--- src/logic/touch_cfg_pkg.sv ---
package touch_cfg_pkg;
  localparam logic [3:0] OFS_TOUCH_CFG = 4'h5;
  localparam logic [3:0] OFS_TEMP_HI = 4'h6;
  localparam logic [3:0] OFS_TEMP_LO = 4'h7;
  localparam logic [3:0] OFS_AUX_HI = 4'h8;
  localparam logic [3:0] OFS_AUX_LO = 4'h9;
  localparam int PEN_DIS_BIT = 6;
  localparam int PRE_LSB = 3;
  localparam int SENSE_LSB = 0;
  localparam int CHK_EN_BIT = 12;
  localparam logic [15:0] TOUCH_CFG_RST = 16'h0000;
  localparam logic [11:0] UPPER_RST = 12'hFFF;
  localparam logic [11:0] LOWER_RST = 12'h000;
  localparam int CLK_MHZ = 100;
  // Durations in ns, indexed by the 3-bit code
  localparam int PRE_NS [8] = '{20000, 84000, 276000, 340000,
                                1044000, 1108000, 1300000, 1364000};
  localparam int SENSE_NS [8] = '{32000, 96000, 544000, 608000,
                                  2080000, 2144000, 2592000, 2656000};
  localparam int CNT_W = 19;
  // Cycles at 10 ns per cycle
  localparam int PRE_CYC [8] = '{PRE_NS[0]/10, PRE_NS[1]/10, PRE_NS[2]/10,
    PRE_NS[3]/10, PRE_NS[4]/10, PRE_NS[5]/10, PRE_NS[6]/10, PRE_NS[7]/10};
  localparam int SENSE_CYC [8] = '{SENSE_NS[0]/10, SENSE_NS[1]/10,
    SENSE_NS[2]/10, SENSE_NS[3]/10, SENSE_NS[4]/10, SENSE_NS[5]/10,
    SENSE_NS[6]/10, SENSE_NS[7]/10};
  typedef enum logic [1:0] {
    TS_IDLE = 2'b00,
    TS_PRECHARGE = 2'b01,
    TS_SENSE = 2'b11
  } touch_state_e;
endpackage

--- src/logic/limit_check.sv ---
`timescale 1ns/100ps
// One window comparator on a 12-bit code
module limit_check (
  input wire logic [11:0] code,
  input wire logic [11:0] upper,
  input wire logic [11:0] lower,
  input wire logic upper_en,
  input wire logic lower_en,
  output logic over_upper,
  output logic hit_upper,
  output logic hit_lower
);
  assign over_upper = code >= upper;
  assign hit_upper = upper_en && over_upper;
  assign hit_lower = lower_en && (code <= lower);
endmodule

--- src/logic/touch_config_threshold_monitor.sv ---
// Behaviour
// - Disable bit high stops pen detection
// - Precharge code selects one of eight durations
// - Precharge full duration before sensing touch
// - Sense code selects one of eight waits
// - Temperature upper check only when enabled
// - Temperature code at/above upper raises interrupt
// - Temperature lower check only when enabled
// - Temperature code at/below lower raises interrupt
// - Temperature limits use selected sensor only
// - Aux upper check only when enabled
// - Aux code at/above upper raises interrupt
// - Aux lower check only when enabled
// - Aux code at/below lower raises interrupt
// - Over-max flag tracks temperature against limit
// - Source select picks sensor one or two in auto-scan only
`timescale 1ns/100ps
module touch_config_threshold_monitor (
  input wire logic ref_clk,
  input wire logic rst_b,
  input wire logic reg_wr,
  input wire logic reg_rd,
  input wire logic [3:0] reg_addr,
  input wire logic [15:0] reg_wdata,
  output logic [15:0] reg_rdata,
  input wire logic auto_scan,
  input wire logic temp_source_sel,
  input wire logic [3:0] conversion_mode_sel,
  input wire logic conv_valid,
  input wire logic [1:0] conv_src,
  input wire logic [11:0] conv_code,
  input wire logic touch_start,
  input wire logic pen_level,
  output logic pen_detect_en,
  output logic precharge_on,
  output logic sense_on,
  output logic touch_seen,
  output logic touch_done,
  output logic temp_over_max_flag,
  output logic limit_irq
);
  // conv_src: 0 = temp_sensor_one, 1 = temp_sensor_two, 2 = aux_input_one
  // conversion_mode_sel codes for sensor one and two in non-auto-scan
  localparam logic [3:0] MODE_TEMP_ONE = 4'hA;
  localparam logic [3:0] MODE_TEMP_TWO = 4'hC;

  logic pen_detect_disable_r;
  logic [2:0] precharge_time_sel_r;
  logic [2:0] sense_time_sel_r;
  logic temp_max_check_en_r;
  logic temp_min_check_en_r;
  logic aux_one_max_check_en_r;
  logic aux_one_min_check_en_r;
  logic [11:0] temp_upper_limit_val_r;
  logic [11:0] temp_lower_limit_val_r;
  logic [11:0] aux_one_upper_limit_val_r;
  logic [11:0] aux_one_lower_limit_val_r;
  logic pen_sync1_r;
  logic pen_sync2_r;
  touch_cfg_pkg::touch_state_e state_r;
  touch_cfg_pkg::touch_state_e state_nxt;
  // Wide enough for the longest sense wait in cycles
  logic [touch_cfg_pkg::CNT_W-1:0] cnt_r;
  logic [touch_cfg_pkg::CNT_W-1:0] cnt_nxt;

  function automatic logic [15:0] limit_word(input logic en,
                                              input logic [11:0] val);
    limit_word = {3'h0, en, val};
  endfunction

  function automatic logic [touch_cfg_pkg::CNT_W-1:0] pre_cycles(
      input logic [2:0] sel);
    pre_cycles = touch_cfg_pkg::CNT_W'(touch_cfg_pkg::PRE_CYC[sel]);
  endfunction

  function automatic logic [touch_cfg_pkg::CNT_W-1:0] sense_cycles(
      input logic [2:0] sel);
    sense_cycles = touch_cfg_pkg::CNT_W'(touch_cfg_pkg::SENSE_CYC[sel]);
  endfunction

  // Register decode, shared by the write strobes and the read mux
  wire sel_cfg = (reg_addr == touch_cfg_pkg::OFS_TOUCH_CFG);
  wire sel_thi = (reg_addr == touch_cfg_pkg::OFS_TEMP_HI);
  wire sel_tlo = (reg_addr == touch_cfg_pkg::OFS_TEMP_LO);
  wire sel_ahi = (reg_addr == touch_cfg_pkg::OFS_AUX_HI);
  wire sel_alo = (reg_addr == touch_cfg_pkg::OFS_AUX_LO);

  wire wr_cfg = reg_wr && sel_cfg;
  wire wr_thi = reg_wr && sel_thi;
  wire wr_tlo = reg_wr && sel_tlo;
  wire wr_ahi = reg_wr && sel_ahi;
  wire wr_alo = reg_wr && sel_alo;
  wire [15:0] cfg_word = {9'h000, pen_detect_disable_r,
                          precharge_time_sel_r, sense_time_sel_r};
  logic [15:0] rd_mux;
  always_comb begin
    if (sel_cfg) begin
      rd_mux = cfg_word;
    end else if (sel_thi) begin
      rd_mux = limit_word(temp_max_check_en_r, temp_upper_limit_val_r);
    end else if (sel_tlo) begin
      rd_mux = limit_word(temp_min_check_en_r, temp_lower_limit_val_r);
    end else if (sel_ahi) begin
      rd_mux = limit_word(aux_one_max_check_en_r, aux_one_upper_limit_val_r);
    end else if (sel_alo) begin
      rd_mux = limit_word(aux_one_min_check_en_r, aux_one_lower_limit_val_r);
    end else begin
      rd_mux = 16'h0000;
    end
  end

  // Read data holds until the next read strobe
  always_ff @(posedge ref_clk or negedge rst_b) begin
    if (!rst_b) begin
      reg_rdata <= 16'h0000;
    end else if (reg_rd) begin
      reg_rdata <= rd_mux;
    end
  end

  always_ff @(posedge ref_clk or negedge rst_b) begin
    if (!rst_b) begin
      pen_detect_disable_r <= touch_cfg_pkg::TOUCH_CFG_RST[6];
      precharge_time_sel_r <= touch_cfg_pkg::TOUCH_CFG_RST[5:3];
      sense_time_sel_r <= touch_cfg_pkg::TOUCH_CFG_RST[2:0];
    end else if (wr_cfg) begin
      pen_detect_disable_r <= reg_wdata[touch_cfg_pkg::PEN_DIS_BIT];
      precharge_time_sel_r <= reg_wdata[touch_cfg_pkg::PRE_LSB +: 3];
      sense_time_sel_r <= reg_wdata[touch_cfg_pkg::SENSE_LSB +: 3];
    end
  end

  // Limit words: check enable above a 12-bit limit value
  always_ff @(posedge ref_clk or negedge rst_b) begin
    if (!rst_b) begin
      temp_max_check_en_r <= 1'b0;
      temp_upper_limit_val_r <= touch_cfg_pkg::UPPER_RST;
    end else if (wr_thi) begin
      temp_max_check_en_r <= reg_wdata[touch_cfg_pkg::CHK_EN_BIT];
      temp_upper_limit_val_r <= reg_wdata[11:0];
    end
  end

  always_ff @(posedge ref_clk or negedge rst_b) begin
    if (!rst_b) begin
      temp_min_check_en_r <= 1'b0;
      temp_lower_limit_val_r <= touch_cfg_pkg::LOWER_RST;
    end else if (wr_tlo) begin
      temp_min_check_en_r <= reg_wdata[touch_cfg_pkg::CHK_EN_BIT];
      temp_lower_limit_val_r <= reg_wdata[11:0];
    end
  end

  always_ff @(posedge ref_clk or negedge rst_b) begin
    if (!rst_b) begin
      aux_one_max_check_en_r <= 1'b0;
      aux_one_upper_limit_val_r <= touch_cfg_pkg::UPPER_RST;
    end else if (wr_ahi) begin
      aux_one_max_check_en_r <= reg_wdata[touch_cfg_pkg::CHK_EN_BIT];
      aux_one_upper_limit_val_r <= reg_wdata[11:0];
    end
  end

  always_ff @(posedge ref_clk or negedge rst_b) begin
    if (!rst_b) begin
      aux_one_min_check_en_r <= 1'b0;
      aux_one_lower_limit_val_r <= touch_cfg_pkg::LOWER_RST;
    end else if (wr_alo) begin
      aux_one_min_check_en_r <= reg_wdata[touch_cfg_pkg::CHK_EN_BIT];
      aux_one_lower_limit_val_r <= reg_wdata[11:0];
    end
  end

  // Temperature sensor choice
  wire sel_sensor = auto_scan ? temp_source_sel :
                    (conversion_mode_sel == MODE_TEMP_TWO);
  wire mode_is_temp = (conversion_mode_sel == MODE_TEMP_ONE) ||
                      (conversion_mode_sel == MODE_TEMP_TWO);
  wire src_is_temp = (conv_src == {1'b0, sel_sensor}) &&
                     (auto_scan || mode_is_temp);
  wire src_is_aux = (conv_src == 2'h2);

  logic t_over;
  logic t_hi;
  logic t_lo;
  logic a_hi;
  logic a_lo;

  limit_check u_temp_chk (
    .code(conv_code),
    .upper(temp_upper_limit_val_r),
    .lower(temp_lower_limit_val_r),
    .upper_en(temp_max_check_en_r),
    .lower_en(temp_min_check_en_r),
    .over_upper(t_over),
    .hit_upper(t_hi),
    .hit_lower(t_lo)
  );

  limit_check u_aux_chk (
    .code(conv_code),
    .upper(aux_one_upper_limit_val_r),
    .lower(aux_one_lower_limit_val_r),
    .upper_en(aux_one_max_check_en_r),
    .lower_en(aux_one_min_check_en_r),
    .over_upper(),
    .hit_upper(a_hi),
    .hit_lower(a_lo)
  );

  // Gated checks only; a disabled limit never fires
  wire temp_hit = conv_valid && src_is_temp && (t_hi || t_lo);
  wire aux_hit = conv_valid && src_is_aux && (a_hi || a_lo);

  // Flag follows the raw compare; the enables gate only the interrupt
  always_ff @(posedge ref_clk or negedge rst_b) begin
    if (!rst_b) begin
      limit_irq <= 1'b0;
      temp_over_max_flag <= 1'b0;
    end else begin
      limit_irq <= temp_hit || aux_hit;
      if (conv_valid && src_is_temp) begin
        temp_over_max_flag <= t_over;
      end
    end
  end

  // Pen sense synchroniser
  // Only the second stage is read; the first may go metastable
  always_ff @(posedge ref_clk or negedge rst_b) begin
    if (!rst_b) begin
      pen_sync1_r <= 1'b0;
      pen_sync2_r <= 1'b0;
    end else begin
      pen_sync1_r <= pen_level;
      pen_sync2_r <= pen_sync1_r;
    end
  end

  // Touch detect sequencer
  // Disable aborts either phase and drops the count
  wire start_ok = touch_start && !pen_detect_disable_r;

  always_comb begin
    state_nxt = state_r;
    cnt_nxt = cnt_r;
    case (state_r)
      touch_cfg_pkg::TS_IDLE: begin
        if (start_ok) begin
          state_nxt = touch_cfg_pkg::TS_PRECHARGE;
          cnt_nxt = pre_cycles(precharge_time_sel_r) - 1'b1;
        end
      end
      touch_cfg_pkg::TS_PRECHARGE: begin
        if (pen_detect_disable_r) begin
          state_nxt = touch_cfg_pkg::TS_IDLE;
          cnt_nxt = '0;
        end else if (cnt_r == '0) begin
          state_nxt = touch_cfg_pkg::TS_SENSE;
          cnt_nxt = sense_cycles(sense_time_sel_r) - 1'b1;
        end else begin
          cnt_nxt = cnt_r - 1'b1;
        end
      end
      touch_cfg_pkg::TS_SENSE: begin
        if (pen_detect_disable_r || cnt_r == '0) begin
          state_nxt = touch_cfg_pkg::TS_IDLE;
          cnt_nxt = '0;
        end else begin
          cnt_nxt = cnt_r - 1'b1;
        end
      end
      default: begin
        state_nxt = touch_cfg_pkg::TS_IDLE;
      end
    endcase
  end

  wire sense_end = (state_r == touch_cfg_pkg::TS_SENSE) && (cnt_r == '0) &&
                   !pen_detect_disable_r;

  always_ff @(posedge ref_clk or negedge rst_b) begin
    if (!rst_b) begin
      state_r <= touch_cfg_pkg::TS_IDLE;
      cnt_r <= '0;
      precharge_on <= 1'b0;
      sense_on <= 1'b0;
      touch_done <= 1'b0;
      touch_seen <= 1'b0;
      pen_detect_en <= 1'b1;
    end else begin
      state_r <= state_nxt;
      cnt_r <= cnt_nxt;
      precharge_on <= state_nxt == touch_cfg_pkg::TS_PRECHARGE;
      sense_on <= state_nxt == touch_cfg_pkg::TS_SENSE;
      touch_done <= sense_end;
      pen_detect_en <= !pen_detect_disable_r;
      if (sense_end) begin
        touch_seen <= pen_sync2_r;
      end
    end
  end
endmodule

--- config.mk ---
export PLATFORM = sky130hd
export DESIGN_NAME = touch_config_threshold_monitor
export DESIGN_NICKNAME = d
export VERILOG_FILES = /design/src/logic/touch_cfg_pkg.sv /design/src/logic/limit_check.sv /design/src/logic/touch_config_threshold_monitor.sv
export SDC_FILE = /design/constraint.sdc
export NUM_CORES = 1
export LEC_CHECK = 0
export CAP_MARGIN = 20
export CORE_MARGIN = 4
export CORE_UTILIZATION = 40
export CTS_CLUSTER_DIAMETER = 80
export DETAILED_ROUTE_END_ITERATION = 10
export DONT_BUFFER_PORTS = 1
export GPL_ROUTABILITY_DRIVEN = 1
export GPL_TIMING_DRIVEN = 0
export PLACE_DENSITY = 0.58
export SYNTH_ARGS = -nofsm -noshare
export SYNTH_HDL_FRONTEND = slang
export SYNTH_HIERARCHICAL = 1
export SYNTH_SLANG_ARGS = --single-unit
--- constraint.sdc ---
create_clock -name ref_clk -period 2.2 [get_ports ref_clk]
set_input_delay 0.33 -clock ref_clk [delete_from_list [all_inputs] [get_ports ref_clk]]
set_output_delay 0.33 -clock ref_clk [all_outputs]
set_load 0.03 [all_outputs]
==> metrics.md <==
| Metric | Value |
|---|---|
| Outcome | finished with violations |
| Failing checks | hold timing |
| Max Slew Vio Count | 0 |
| Drt wl/cell | 19.59 µm |
| VDD IR max | 0.4652 mV |
| Crit path DAT | 2380 ps |
| Synthesized area | 6306 µm² |
| Clock Tree Root | clkbuf_16 |
| Die ar. | 17,840 µm² |
| WP depth | 7 |
| FF-to-FF Start | cnt_r[1] |
| Worst setup path end | touch_seen |
| Design area | 7013 µm² |
| Share of layout cells above drive strength 1 | 24.10% |
| CTS tree | built |
| Req. time, crit path | 2440 ps |
| Rows | 45 |
| Vias in the first global route | 4,950 |
| Worst path cell trace | inv_1, ha_2, nor3b_4, and4_4, and3_4, and3_4, mux2_4 |
| Critical path capture point type | flop |
| Num CTS Buffers | 9 |
| Top delay family on crit path | simple AND/OR/NAND/NOR gates |
| Top Layer Used | met4 |
| Max Clk Rate | 467.0 MHz |
| Core Area | 15,310 µm² |
| Height of the die | 133.6 µm |
| CTS H-tree lvls | 3 |
| CTS Buffer Depth | 2 |
| Port bufs | 0 |
| Worst Path Buf+Inv | 1 |
| DRC Markers | 0 |
| Fillcell total | 1,484 |
| Area Growth Syn to Fin | 11.21% |
| Diode count | 0 |
| Total Wirelength | 16.65 mm |
| Fin crit share | 97.34% |
| Critical path launch point | cnt_r[1] |
| Initial core utilization | 41.18% |
| HPWL Detailed | 12.65 mm |
| Routed vias | 4,759 |
| Rel. slew slack | 48.38% |
| Worst-path clk slew | 80 ps |
| Ys Warns | 6 |
| Die width | 133.6 µm |
| Setup violators final | 0 |
| Worst hold margin | -346.3 ps |
| Worst-Margin Slew | 767.2 ps |
| GPL Wtd Cong | 0.8959 |
| Worst R2R End | touch_seen |
| Metal3 WL | 1.024 mm |
| First-pass GRT wire length | 26.94 mm |
| Slack of the worst reg-to-reg path | 60 ps |
| GRT Residual Overflow | 0 |
| Drt pass-1 iters | 5 |
| Final hold violation count | 102 |
| Setup CP Type | reg -> reg |
| Cell repeated most along the worst path | and3_4 |
| Initial antenna violation count | 0 |
| Path depth of the worst reg2reg path | 7 |
| Worst stage delay on the critical path | 420 ps |
| Post-DP Area | 6578 µm² |
| Initial drt markers | 331 |
| Crit path max fanout | 5 |
| CTS hold repair buffers | 1 |
| Worst-Skew Late Latency | 360 ps |
| Clock Sinks | 102 |
| Layout Nets | 735 |
| Mean area per synthesized cell | 10.30 µm² |
| Post-route minimum period | 2141 ps |
| Gr usage total | 19.12% |
| WL met2 | 8.370 mm |
| LEAKAGE | 3.023 nW |
| Vias/cell | 5.599 |
| Max Cap Viol | 0 |
| Top Ports | 70 |
| CP max-delay cell | dfrtp_2 |
| Clk_skew | 10.15 ps |
| Cell count after synthesis | 612 |
| Routed Antenna Nets | 0 |
| M1 WL | 6.934 mm |
| Worst Hold Class | in -> async |
| Setup_tns | 0 ps |
| Pin count of the biggest net entering global routing | 103 |
| Startpoint Class | flop |
| Pwr/cell area | 997.9 nW/µm² |
-- through the flow --
step | utilization (%) | power, mW | setup slack [ps] | std cells
global placement | 42.95 | 5.165 | -92.84 | 825
detailed placement | 42.95 | 5.244 | -137.6 | 825
finish | 45.79 | 6.999 | 58.62 | 850
CTS | 45.16 | 6.933 | -54.66 | 843
global route | 45.79 | 7.485 | -3.842 | 850
floorplan | - | 4.594 | 180.8 | 614
-- final cells by class --
cell class / instances / area (µm²) / area share (%)
multi-input cells: 421 / 3416 / 48.71
flip-flops and latches: 102 / 2585 / 36.86
well taps: 211 / 264.0 / 3.764
inverters: 67 / 251.5 / 3.586
clock buffers: 9 / 225.2 / 3.211
plain buffers: 24 / 125.1 / 1.784
clock inverters: 7 / 76.32 / 1.088
repair buffers: 9 / 70.07 / 0.9991
-- where the power goes --
group | switching (mW) | total, mW | internal, mW
registers | 0.600 | 3.01 | 2.41
clock network | 0.797 | 1.60 | 0.806
logic | 1.27 | 2.38 | 1.11
total | 2.67 | 7.00 | 4.33
-- placed cells by master (no fill, tap or decap), types with 7 or more instances in the layout --
master / n
a21oi_1: 47
nor2_1: 30
dfstp_2: 25
ha_1: 53
dfrtp_1: 76
a221oi_1: 7
inv_1: 66
o21ai_0: 26
buf_4: 12
nand4_1: 7
mux2_2: 60
clkbuf_16: 9
o211ai_1: 8
clkbuf_1: 11
nand2b_1: 12
nor3_1: 7
nor2b_1: 7
nand2_1: 32
o22ai_1: 7
nand3_1: 11
-- sequential cells by signal, indices dropped and copies added (netlist names) --
register and flops:
precharge_on 1, pen_detect_disable_r 1, touch_seen 1, temp_max_check_en_r 1, aux_one_lower_limit_val_r 12, aux_one_min_check_en_r 1
temp_min_check_en_r 1, temp_over_max_flag 1, temp_lower_limit_val_r 12, sense_on 1, temp_upper_limit_val_r 12, sense_time_sel_r 3
aux_one_max_check_en_r 1, limit_irq 1, aux_one_upper_limit_val_r 12, precharge_time_sel_r 3, touch_done 1, reg_rdata 13
state_r 2, cnt_r 19, pen_sync2_r 1, pen_sync1_r 1, pen_detect_en 1
-- layer usage --
| metal | GRT usage [%] | vias up |
|---|---|---|
| li1 | - | 2253 |
| met1 | 22.60 | 2365 |
| met2 | 33.69 | 116 |
| met3 | 5.665 | 25 |
| met4 | 5.600 | 0 |
| met5 | 0 | - |
-- how the worst min path moves through the flow --
stage                     startpoint                            to  slack [ps]  cells after the start
after floorplan                rst_b  aux_one_lower_limit_val_r[0]          30                      0
after global routing           rst_b                      cnt_r[9]        -360                      0
final                          rst_b                      cnt_r[9]        -350                      0
after global placement         rst_b                      cnt_r[8]          40                      0
after detailed placement       rst_b                      cnt_r[9]          40                      0
after CTS                      rst_b                      cnt_r[9]        -360                      0
-- what timing repair did --
item | in CTS | in global routing
pin swaps | 0 | 2
resized for setup | 3 | 9
buffers inserted | 1 | 7
hold endpoints to repair | 103 | 102
setup endpoints to repair | 10 | 13
-- worst reg2reg max path: cells and delay by family (launching register included) --
family	cells	cell delay [ps]
flops	1	420
mux	1	290
fa+ha+maj	1	210
simple gates	4	1020
buf+inv	1	90
Note: power is estimated with default switching activity, not from simulation.
